--- src/mac_tx_pkg.sv ---
package mac_tx_pkg;
  // byte clock 100 MHz, one byte time per cycle
  localparam int unsigned CLK_PERIOD_NS   = 10;
  // min-preamble window after token ready, byte times
  localparam int unsigned MIN_PRE_WIN     = 6;
  // final-frame qualification spans
  localparam int unsigned FINAL_PEND_MIN  = 1;
  localparam int unsigned FINAL_STABLE_MIN = 3;
  // token hold wait (max preamble plus one void), nanoseconds
  localparam int unsigned HOLD_WAIT_NS    = 4160;
  localparam int unsigned HOLD_WAIT_CYC   =
    (HOLD_WAIT_NS + CLK_PERIOD_NS - 1) / CLK_PERIOD_NS;
  // token class encodings
  localparam logic [1:0] CLASS_NONE    = 2'h0;
  localparam logic [1:0] CLASS_CAPTURE = 2'h1;
  localparam logic [1:0] CLASS_ISSUE   = 2'h2;
  // frame end kinds reported to the transmitter
  localparam logic [1:0] END_NONE      = 2'h0;
  localparam logic [1:0] END_NORMAL    = 2'h1;
  localparam logic [1:0] END_SUBST     = 2'h2;
  // reset values
  localparam logic [7:0] BYTE_RST      = 8'h00;
endpackage : mac_tx_pkg

--- src/mac_tx_buf2.sv ---
`timescale 1ns/1ps
// two-entry elastic buffer; registered data out
module mac_tx_buf2 #(
  parameter int unsigned WIDTH = 9
) (
  input  wire logic             clk_sys,
  input  wire logic             rstn,
  input  wire logic             in_valid,
  output logic                  in_ready,
  input  wire logic [WIDTH-1:0] in_data,
  output logic                  out_valid,
  input  wire logic             out_ready,
  output logic [WIDTH-1:0]      out_data,
  input  wire logic             flush
);
  logic [WIDTH-1:0] head_reg;   // entry shown at output
  logic [WIDTH-1:0] tail_reg;   // overflow entry
  logic [1:0]       count_reg;  // occupancy 0..2
  wire              push = in_valid & in_ready;
  wire              pop  = out_valid & out_ready;

  assign in_ready  = (count_reg != 2'h2);
  assign out_valid = (count_reg != 2'h0);
  assign out_data  = head_reg;

  // occupancy and shifting; flush drops both entries
  always_ff @(posedge clk_sys)
  begin
    if (!rstn || flush)
    begin
      count_reg <= 2'h0;
      head_reg  <= '0;
      tail_reg  <= '0;
    end
    else
    begin
      case ({push, pop})
        2'b10:
        begin
          if (count_reg == 2'h0) head_reg <= in_data;
          else tail_reg <= in_data;
          count_reg <= count_reg + 2'h1;
        end
        2'b01:
        begin
          head_reg  <= tail_reg;
          count_reg <= count_reg - 2'h1;
        end
        2'b11:
        begin
          // full case cannot push, so count is 1 here
          head_reg <= in_data;
        end
        default:
        begin
          count_reg <= count_reg;
        end
      endcase
    end
  end
endmodule : mac_tx_buf2

--- src/mac_tx_qual.sv ---
`timescale 1ns/1ps
// counts consecutive cycles a condition has held, saturating
module mac_tx_qual #(
  parameter int unsigned CW = 3
) (
  input  wire logic          clk_sys,
  input  wire logic          rstn,
  input  wire logic          cond,
  output logic [CW-1:0]      held
);
  // saturating run-length counter, cleared when cond drops
  always_ff @(posedge clk_sys)
  begin
    if (!rstn || !cond)
      held <= '0;
    else if (held != {CW{1'b1}})
      held <= held + {{(CW-1){1'b0}}, 1'b1};
  end
endmodule : mac_tx_qual

--- src/mac_tx_request_handshake.sv ---
`timescale 1ns/1ps
module mac_tx_request_handshake #(
  parameter int unsigned HOLD_CYC = mac_tx_pkg::HOLD_WAIT_CYC
) (
  input  wire logic       clk_sys,
  input  wire logic       rstn,
  // requester side, same clock
  input  wire logic       request_pending,
  input  wire logic       send_request,
  input  wire logic       final_frame_flag,
  input  wire logic       last_byte_marker,
  input  wire logic       abort_request,
  input  wire logic [7:0] request_data_bus,
  input  wire logic [3:0] service_class_code,
  output logic            byte_accept,
  output logic [1:0]      current_token_class,
  // transmitter side
  input  wire logic       token_ready_ind,
  input  wire logic       transmit_abort_ind,
  input  wire logic       token_pass_ind,
  output logic            tx_valid,
  input  wire logic       tx_ready,
  output logic [7:0]      tx_byte,
  output logic            tx_last,
  output logic [1:0]      frame_end,
  output logic            min_preamble,
  output logic            token_hold
);
  // frame state machine
  typedef enum logic [2:0] {
    ST_IDLE = 3'b001,
    ST_DATA = 3'b010,
    ST_DONE = 3'b100
  } frame_e;
  frame_e state_reg;
  frame_e state_next;

  logic       ready_d_reg;     // token ready, previous cycle
  logic       pend_d_reg;      // pending, previous cycle
  logic [3:0] since_rdy_reg;   // cycles since token ready rose
  logic [3:0] class_d_reg;     // service code last cycle
  logic [12:0] hold_cnt_reg;   // token hold countdown
  logic       accept_reg;      // byte accept flop
  logic [1:0] class_reg;       // token class
  logic [1:0] end_reg;         // end kind pulse
  logic       minpre_reg;      // minimum preamble flag
  logic [2:0] pend_held;       // pending run length
  logic [2:0] stable_held;     // class code stable run
  logic       buf_in_ready;    // buffer room
  logic [8:0] buf_out;         // {last, byte}

  // last is honoured only when its byte is really taken; a full
  // buffer would otherwise end the frame and lose the final byte
  wire honor_last  = accept_reg & buf_in_ready & last_byte_marker;
  // same-cycle tie, last marker wins over abort
  wire honor_abort = abort_request & ~(last_byte_marker & accept_reg);
  wire link_kill   = transmit_abort_ind | token_pass_ind;
  wire rdy_rise    = token_ready_ind & ~ready_d_reg;
  wire pend_rise   = request_pending & ~pend_d_reg;
  wire early_win   = (since_rdy_reg < 4'(mac_tx_pkg::MIN_PRE_WIN));
  wire start_frame = (state_reg == ST_IDLE) & send_request &
                     token_ready_ind & ~abort_request & ~link_kill;
  wire take_byte   = (state_reg == ST_DATA) & accept_reg & buf_in_ready;
  wire final_ok    =
    final_frame_flag & ~send_request &
    (pend_held >= 3'(mac_tx_pkg::FINAL_PEND_MIN)) &
    (stable_held >= 3'(mac_tx_pkg::FINAL_STABLE_MIN));

  // run-length of pending high
  mac_tx_qual #(.CW(3)) u_pend_q (
    .clk_sys (clk_sys),
    .rstn    (rstn),
    .cond    (request_pending),
    .held    (pend_held)
  );
  // run-length of class code unchanged
  mac_tx_qual #(.CW(3)) u_stab_q (
    .clk_sys (clk_sys),
    .rstn    (rstn),
    .cond    (service_class_code == class_d_reg),
    .held    (stable_held)
  );

  // bytes cross to the transmitter through a two-entry buffer,
  // so a stall there drops no byte taken on byte_accept, but can drop the control byte pushed at start_frame
  mac_tx_buf2 #(.WIDTH(9)) u_buf (
    .clk_sys   (clk_sys),
    .rstn      (rstn),
    .in_valid  (start_frame | take_byte),
    .in_ready  (buf_in_ready),
    .in_data   ({honor_last & ~start_frame, request_data_bus}),
    .out_valid (tx_valid),
    .out_ready (tx_ready),
    .out_data  (buf_out),
    .flush     (link_kill | (honor_abort & (state_reg == ST_DATA)))
  );
  assign tx_byte = buf_out[7:0];
  assign tx_last = buf_out[8];

  // next frame state
  always_comb
  begin
    state_next = state_reg;
    case (state_reg)
      ST_IDLE:
        if (start_frame) state_next = ST_DATA;
      ST_DATA:
        if (link_kill || honor_abort || honor_last)
          state_next = ST_DONE;
      ST_DONE:
        // wait for requester to drop send before next frame
        if (!send_request) state_next = ST_IDLE;
      default:
        state_next = ST_IDLE;
    endcase
  end

  // one byte clock for every counter
  // edge history and timing counters
  always_ff @(posedge clk_sys)
  begin
    if (!rstn)
    begin
      ready_d_reg   <= 1'b0;
      pend_d_reg    <= 1'b0;
      class_d_reg   <= 4'h0;
      since_rdy_reg <= 4'hF;
    end
    else
    begin
      ready_d_reg <= token_ready_ind;
      pend_d_reg  <= request_pending;
      class_d_reg <= service_class_code;
      if (rdy_rise) since_rdy_reg <= 4'h0;
      else if (since_rdy_reg != 4'hF)
        since_rdy_reg <= since_rdy_reg + 4'h1;
    end
  end

  always_ff @(posedge clk_sys)
  begin
    if (!rstn)
      hold_cnt_reg <= '0;
    else if (pend_rise && early_win && token_ready_ind)
      hold_cnt_reg <= 13'(HOLD_CYC);
    else if (send_request || !token_ready_ind)
      hold_cnt_reg <= '0;
    else if (hold_cnt_reg != '0)
      hold_cnt_reg <= hold_cnt_reg - 13'h1;
  end
  assign token_hold = (hold_cnt_reg != '0);

  // state, accept and frame end kind
  always_ff @(posedge clk_sys)
  begin
    if (!rstn)
    begin
      state_reg  <= ST_IDLE;
      accept_reg <= 1'b0;
      end_reg    <= mac_tx_pkg::END_NONE;
      minpre_reg <= 1'b0;
    end
    else
    begin
      state_reg <= state_next;
      end_reg   <= mac_tx_pkg::END_NONE;
      // link abort or pass drops accept
      if (link_kill)
        accept_reg <= 1'b0;
      // abort drops accept and blocks raising
      else if (honor_abort)
        accept_reg <= 1'b0;
      // last marker drops accept next cycle
      else if (honor_last)
        accept_reg <= 1'b0;
      // raised on control byte, held per byte
      else if (start_frame)
        accept_reg <= 1'b1;
      if (state_reg == ST_DATA && honor_abort && !link_kill)
        end_reg <= mac_tx_pkg::END_SUBST;
      // honoured last only with accept high
      else if (state_reg == ST_DATA && honor_last && !link_kill)
        end_reg <= mac_tx_pkg::END_NORMAL;
      if (start_frame)
        minpre_reg <= early_win;
    end
  end
  // accept also stalls while the buffer is full
  assign byte_accept  = accept_reg & buf_in_ready;
  assign frame_end    = end_reg;
  assign min_preamble = minpre_reg;

  always_ff @(posedge clk_sys)
  begin
    if (!rstn)
      class_reg <= mac_tx_pkg::CLASS_NONE;
    // final qualified by pending and stability
    else if (final_ok && request_pending)
      class_reg <= mac_tx_pkg::CLASS_ISSUE;
    else if (start_frame && class_reg == mac_tx_pkg::CLASS_NONE)
      class_reg <= mac_tx_pkg::CLASS_CAPTURE;
    else if (!token_ready_ind && state_reg == ST_IDLE)
      class_reg <= mac_tx_pkg::CLASS_NONE;
  end
  assign current_token_class = class_reg;

  // accept low one cycle after last marker
  a_last_drops: assert property (
    @(posedge clk_sys) disable iff (!rstn)
    honor_last |=> !accept_reg)
    else $error("accept stayed high after last marker");
  a_abort_blocks: assert property (
    @(posedge clk_sys) disable iff (!rstn)
    (abort_request && !last_byte_marker) |=> !accept_reg)
    else $error("accept high during abort");
  // link abort or pass drops accept
  a_kill_drops: assert property (
    @(posedge clk_sys) disable iff (!rstn)
    link_kill |=> !accept_reg)
    else $error("accept high after abort or pass");
  a_accept_rise: assert property (
    @(posedge clk_sys) disable iff (!rstn)
    $rose(accept_reg) |-> $past(start_frame))
    else $error("accept rose without send");
  // abort with last gives normal end
  a_tie_last: assert property (
    @(posedge clk_sys) disable iff (!rstn)
    (state_reg == ST_DATA && honor_last && abort_request && !link_kill)
    |=> end_reg == mac_tx_pkg::END_NORMAL)
    else $error("abort not ignored with last marker");
  a_final_issue: assert property (
    @(posedge clk_sys) disable iff (!rstn)
    (final_ok && request_pending) |=> class_reg == mac_tx_pkg::CLASS_ISSUE)
    else $error("issue class not taken");
  a_final_qual: assert property (
    @(posedge clk_sys) disable iff (!rstn)
    $changed(class_reg) && class_reg == mac_tx_pkg::CLASS_ISSUE
    |-> $past(stable_held) >= 3'h3)
    else $error("final honoured too early");
  a_min_pre: assert property (
    @(posedge clk_sys) disable iff (!rstn)
    (start_frame && since_rdy_reg < 4'h6) |=> minpre_reg)
    else $error("minimum preamble not flagged");
  a_abort_subst: assert property (
    @(posedge clk_sys) disable iff (!rstn)
    (state_reg == ST_DATA && honor_abort && !link_kill)
    |=> end_reg == mac_tx_pkg::END_SUBST)
    else $error("no substitute frame on abort");
endmodule : mac_tx_request_handshake

--- config.mk ---
export PLATFORM = sky130hd
export DESIGN_NAME = mac_tx_request_handshake
export DESIGN_NICKNAME = d
export VERILOG_FILES = /design/src/mac_tx_pkg.sv /design/src/mac_tx_buf2.sv /design/src/mac_tx_qual.sv /design/src/mac_tx_request_handshake.sv
export SDC_FILE = /design/constraint.sdc
export NUM_CORES = 1
export LEC_CHECK = 0
export ABC_AREA = 1
export BUFFER_PORTS_ARGS = -buffer_cell sky130_fd_sc_hd__buf_4
export CAP_MARGIN = 20
export CELL_PAD_IN_SITES_DETAIL_PLACEMENT = 0
export CELL_PAD_IN_SITES_GLOBAL_PLACEMENT = 1
export CORE_ASPECT_RATIO = 0.6
export CORE_MARGIN = 8
export CORE_UTILIZATION = 44
export DETAILED_ROUTE_END_ITERATION = 6
export PLACE_DENSITY = 0.88
export SYNTH_ARGS = -nofsm -noshare
export SYNTH_HDL_FRONTEND = slang
export SYNTH_HIERARCHICAL = 1
export SYNTH_SLANG_ARGS = --single-unit
--- constraint.sdc ---
create_clock -name clk_sys -period 6.4 [get_ports clk_sys]
set_clock_uncertainty 0.05 [all_clocks]
set_input_delay 1.6 -clock clk_sys [delete_from_list [all_inputs] [get_ports clk_sys]]
set_output_delay 1.6 -clock clk_sys [all_outputs]
set_load 0.02 [all_outputs]
* Yosys cells after proc, flatten, opt, wreduce, memory -nomap -nowiden
Index checks and enable logic that the tools add are counted.
W data, S select, Z words.
** Word-level totals
- Flip-flop bits (word level) :: 58
- Input port bits :: 23
- Output and inout bits :: 17
** Operators by class
- Add/subtract/negate cells :: 6
- $lt $le $gt $ge :: 3
- Equal/unequal tests :: 15
- Multiplexer cells :: 17
- Bitwise logic cells :: 31
- Reduce and logical (&&, ||, !) cells :: 37
** Operators with widths (number)
- $mux W9 :: 4
- $pmux W9 S3 :: 1
- $and A1 B1 Y1 :: 19
- $reduce_bool A13 Y1 :: 1
- $sub A13 B1 Y13 const B :: 1
- $logic_and A1 B1 Y1 :: 9
- $mux W3 :: 3
- $not A1 Y1 :: 9
- $pmux W3 S3 :: 1
- $reduce_bool A3 Y1 :: 3
- $mux W2 :: 4
- $mux W4 :: 2
- $reduce_bool A2 Y1 :: 4
- $add A3 B1 Y3 const B :: 2
- $logic_or A1 B1 Y1 :: 6
- $ne A2 B2 Y1 const B :: 3
- $ne A3 B3 Y1 const B :: 2
- $logic_not A1 Y1 :: 5
- $add A4 B1 Y4 const B :: 1
- $eq A2 B2 Y1 const B :: 2
- $eq A4 B4 Y1 :: 1
- $logic_not A2 Y1 :: 2
- $lt A4 B3 Y1 const B :: 1
- $ne A2 B1 Y1 const B :: 2
- 17 further kinds :: 21

* Longest topological paths before layout
- Depth after elaboration :: 10
- Gate-level depth with buffers :: 12

* Hierarchy
The synthesis kept the hierarchy.
** By module, submodules not included
- mac_tx_request_handshake :: instances 1, cells each 244, area each 1646.6 sq um, sequential area each 640.6 sq um
- mac_tx_buf2 :: instances 1, cells each 151, area each 1018.5 sq um, sequential area each 400.4 sq um
- mac_tx_qual :: instances 2, cells each 23, area each 155.1 sq um, sequential area each 60.1 sq um

* Worst setup path before layout
Ideal clock, no wire load.
- Kind :: in2reg
- Start :: input token_pass_ind
- End :: register u_buf.count_reg[1]
- Library setup time :: 115 ps
- Arrival time :: 2989 ps
- Required time :: 6235 ps
- Slack :: 3246 ps
- Stages on the path :: 12
- Cells stage by stage :: nor2_1 inv_1 nor2_1 nand2_2 o21ai_0 nand2_1 ha_1 buf_2 a21oi_1 nand3_1 nand2_1 nor2_1
** Between the ends
- Cells in the longest elaborated chain, start to end :: 7
- Elaborated cells on any way between the ends :: 11
- Classes of those cells :: 2 x eq/ne; 1 x mux; 6 x bitwise; 2 x reduce/logical
** RTL lines
- from (decl) :: RTL line mac_tx_request_handshake.sv:20 : input wire logic token_pass_ind,
- $or A1 B1 Y1 * :: RTL line mac_tx_request_handshake.sv:57 : wire link_kill = transmit_abort_ind | token_pass_ind;
- $not A1 Y1 :: RTL line mac_tx_request_handshake.sv:62 : token_ready_ind & ~abort_request & ~link_kill;
- $and A1 B1 Y1 :: RTL line mac_tx_request_handshake.sv:62
- $or A1 B1 Y1 :: RTL line mac_tx_request_handshake.sv:89 : .in_valid (start_frame | take_byte),
- $and A1 B1 Y1 :: RTL line mac_tx_buf2.sv:19 : wire push = in_valid & in_ready;
- $eq A2 B1 Y1 / $eq A2 B2 Y1 (equally long branches) :: RTL line mac_tx_buf2.sv:37 : case ({push, pop})
- $pmux W2 S2 / $reduce_bool A2 Y1 (equally long branches)
- to (signal assigned) :: RTL line mac_tx_buf2.sv:42 : count_reg <= count_reg + 2'h1;
- to (signal assigned) :: RTL line mac_tx_buf2.sv:47 : count_reg <= count_reg - 2'h1;
- to (signal assigned) :: RTL line mac_tx_buf2.sv:56 : count_reg <= count_reg;
- to (decl) :: RTL line mac_tx_buf2.sv:18 : logic [1:0] count_reg;
Every way passes the cells marked *; elsewhere a longest branch is shown, timed or not.
A chain may end at the register's enable or synchronous reset.

* Worst setup path after layout
- Start :: input token_pass_ind
- End :: register u_buf.head_reg[6], in the netlist u_buf/out_data[6]
** Between the ends
- Cells in the longest elaborated chain, start to end :: 8
- Elaborated cells on any way between the ends :: 14
- Classes of those cells :: 4 x eq/ne; 1 x mux; 6 x bitwise; 3 x reduce/logical
** RTL lines
- $or A1 B1 Y1 * :: RTL line mac_tx_request_handshake.sv:57
- $not A1 Y1 :: RTL line mac_tx_request_handshake.sv:62
- $and A1 B1 Y1 :: RTL line mac_tx_request_handshake.sv:62
- $or A1 B1 Y1 :: RTL line mac_tx_request_handshake.sv:89
- $and A1 B1 Y1 :: RTL line mac_tx_buf2.sv:19
- $eq A2 B2 Y1 / $eq A2 B1 Y1 (equally long branches) :: RTL line mac_tx_buf2.sv:37
- $ne A2 B1 Y1 (no line) / $reduce_bool A3 Y1 (equally long branches)
- $reduce_and A2 Y1 (no line)
- to (signal assigned) :: RTL line mac_tx_buf2.sv:40 : if (count_reg == 2'h0) head_reg <= in_data;
- to (signal assigned) :: RTL line mac_tx_buf2.sv:46 : head_reg <= tail_reg;
- to (signal assigned) :: RTL line mac_tx_buf2.sv:52 : head_reg <= in_data;
- to (decl) :: RTL line mac_tx_buf2.sv:16 : logic [WIDTH-1:0] head_reg;
Marked as above.

==> flow_metrics.py <==
metrics = {
    "sta": {
        "relSlewSlack_pct": 56.4,
        "setup-violations-final": 0,
        "timing_worst_slew_pin_value_ps": 651,
        "period_minus_slack_ps": 3350,
        "unrepaired_setup_endpoints_after_global_routing": "false",
        "hold_viol_final": 0,
        "max_clock_freq_mhz": 299,
        "report.final.slew_viol_count": 0,
        "post-route-period-util_pct": 52.3,
        "setup_tns_ps": 0,
    },
    "yosys": {
        "ys_types": 31,
        "leading_register_cell_type_out_of_synthesis": "sky130_fd_sc_hd__dfxtp_1",
        "syn-num-nets": 473,
        "synth.yosys.seq_area_share_pct": 39.0,
        "yosys_warnings": 6,
        "syn_area_um2": 2980,
        "synth-edff-count": 0,
        "synth-seq-cells": 58,
        "post_synth.cell_area_avg_um2": 6.75,
        "netlist_instances": 441,
        "synthArstFlopShare_pct": 0,
    },
    "cells_and_area": {
        "antenna_cells_inserted": 0,
        "net_count_final": 515,
        "largest_reg_flops": 13,
        "final-seq-area_um2": 1160,
        "layout.cells.most_common": "sky130_fd_sc_hd__nand2_1",
        "final.fill_count": 643,
        "syn2layout_area_growth_pct": 22.0,
        "multiInputGateArea_um2": 1460,
        "final_util_pct": 54.9,
        "fraction_of_layout_cells_with_a_size_suffix_above_1_pct": 16.8,
        "mostFrequentLayoutCells": "110 x sky130_fd_sc_hd__nand2_1, 67 x sky130_fd_sc_hd__inv_1, 66 x sky130_fd_sc_hd__nor2_1",
    },
    "floorplan": {
        "dieHeight_um": 79.7,
        "start_util_pct": 45.0,
        "placementRows": 23,
        "io_pins": 40,
        "fp.dieArea_um2": 9740,
        "core_um2": 6620,
        "die_wd_um": 122,
    },
    "cts": {
        "htree_num_levels": 3,
        "tritoncts_num_sinks": 58,
        "worst_skew_pair.late_latency_ps": 330,
        "ctsRootBufferMaster": "sky130_fd_sc_hd__clkbuf_16",
        "postCtsSetupBuffers": 0,
        "hold_buffers": 0,
        "tritoncts_clock_tree": "built",
        "tritoncts.num_buffers": 9,
        "clock_tree.buffer_depth": 2,
        "cts_resized": 0,
        "clk_pin_slew_worst_paths_ps": 50,
    },
    "setup_path": {
        "timing_worst_setup_path_type": "in -> reg",
        "crit_path_end_kind": "register",
        "critPathMaxStageDelay_ps": 400,
        "cp_slowest_cell": "sky130_fd_sc_hd__ha_1",
        "path_delay_family": "simple AND/OR/NAND/NOR gates",
        "critPathRequiredTime_ps": 6570,
        "critical_path.n_buffers_inverters": 3,
        "critical_path.reg2reg.startpoint": "u_buf/count_reg[1]",
        "worstSetupStartpointType": "input port",
        "regToRegSetupSlack_ps": 4050,
        "worst_ep_arrival_time_ps": 3520,
        "worst_r2r_path_depth": 10,
        "cp_max_fo": 11,
        "crit-reg2reg-capture": "u_buf/out_data[6]",
        "cp_cell_sequence": "buf_4 > nor2_1 > inv_1 > nor2_1 > nand2_2 > o21ai_0 > nand2_1 > ha_1 > clkinv_1 > nand2_1 > nand2_1 > a21oi_1 > nor2_1",
    },
    "detailed_routing": {
        "drt-total-wl_um": 7110,
        "routed_wire_length_per_instance_um": 12.4,
        "via_per_inst": 4.74,
        "drt_iter0_markers": 301,
        "vias": 2724,
        "route.antenna.remaining_nets": 0,
        "drc": 0,
        "firstDrtPassIters": 4,
    },
    "global_route": {
        "grt_max_degree": 21,
        "groute.usage.overall_pct": 15.6,
        "antenna_violations_before_repair": 0,
        "grt.overflow.total": 0,
        "wire_length_of_the_first_global_routing_pass_um": 12000,
        "first_global_vias": 2466,
    },
    "min_path": {
        "hold_path.class": "reg -> reg",
        "hold_start": "hold_cnt_reg[2]",
        "holdPathStages": 2,
        "whs_endpoint": "hold_cnt_reg[2]",
    },
    "placed_design": {
        "place.port_buffers": 39,
        "dp_hpwl_um": 5360,
        "gp_congestion": 0.907,
    },
    "pwr": {
        "p_leak_uw": 0.00184,
        "p_per_area_nw_per_um2": 457,
        "peakVddDrop_mv": 0.591,
        "report.power.total_uw": 1660,
    },
    "status": {
        "status": "finished clean",
    },
    "run": {
        "drv_cap": 0,
    },
}
## area by class of cell
cell class,instances,area share (%)
clock buffers,11,6.69
clock inverters,5,2.14
inverters,74,7.65
multi-input cells,300,40.3
flip-flops and latches,58,32.0
well taps,87,3.00
repair buffers,40,8.27
## cell usage after synthesis, types with 3 or more instances
cell,instances,area (um^2)
sky130_fd_sc_hd__a21oi_1,29,145
sky130_fd_sc_hd__buf_6,5,56.3
sky130_fd_sc_hd__dfxtp_1,58,1160
sky130_fd_sc_hd__ha_1,9,113
sky130_fd_sc_hd__inv_1,67,251
sky130_fd_sc_hd__inv_2,6,22.5
sky130_fd_sc_hd__nand2_1,110,413
sky130_fd_sc_hd__nand2_4,4,45.0
sky130_fd_sc_hd__nand3_1,27,135
sky130_fd_sc_hd__nand4_1,5,31.3
sky130_fd_sc_hd__nor2_1,66,248
sky130_fd_sc_hd__nor2_2,6,37.5
sky130_fd_sc_hd__nor3_1,4,20.0
sky130_fd_sc_hd__o21ai_0,20,100
sky130_fd_sc_hd__or2_2,3,18.8
## worst reg2reg max path, stage by stage (launching register included)
cell and delay [ps]:
sky130_fd_sc_hd__dfxtp_1 420, sky130_fd_sc_hd__nand2_1 130, sky130_fd_sc_hd__nand2_1 120, sky130_fd_sc_hd__o21ai_0 160, sky130_fd_sc_hd__nand2_1 130, sky130_fd_sc_hd__ha_1 400
sky130_fd_sc_hd__clkinv_1 380, sky130_fd_sc_hd__nand2_1 170, sky130_fd_sc_hd__nand2_1 90, sky130_fd_sc_hd__a21oi_1 130, sky130_fd_sc_hd__nor2_1 60
## layer usage
metal | vias up | GRT usage [%] | wire length, um
li1 | 1454 | - | -
met1 | 1181 | 23.0 | 3860
met2 | 80 | 19.9 | 2700
met3 | 9 | 5.72 | 484
met4 | 0 | 5.44 | 76
met5 | - | 0 | 0
## stage by stage
step	setup WS, ps	hold slack (ps)	instance area, um^2	instances
after floorplan	3250	394	2980	441
after global placement	2910	402	3310	559
after detailed placement	2810	407	3310	559
after CTS	3110	415	3630	575
after global routing	2890	444	3630	575
final	3050	410	3630	575
## power by group
part | total (uW) | leakage [uW] | internal [uW] | switching [uW]
clock | 515 | 0.000156 | 349 | 166
sequential | 440 | 0.000471 | 406 | 34.1
combinational | 704 | 0.00121 | 239 | 465
## cell families after synthesis
logic type,Yosys count,synth area share [%]
and+or+nand+nor,233,34.7
buffers and inverters,83,11.8
DFF,58,39.0
AOI/OAI and AO/OA,55,9.76
adders and majority gates,9,3.78
xor gates and xnor gates,3,0.883
## how the worst max path moves through the flow
stage,startpoint,endpoint,cells past startpoint
floorplan,token_pass_ind,u_buf/count_reg[1],12
global placement,token_pass_ind,u_buf/count_reg[1],12
detailed placement,token_pass_ind,u_buf/count_reg[1],12
CTS,hold_cnt_reg[0],token_hold,6
global route,token_pass_ind,u_buf/out_data[6],13
finish,token_pass_ind,u_buf/out_data[6],13
(Power assumes the default switching activity.)
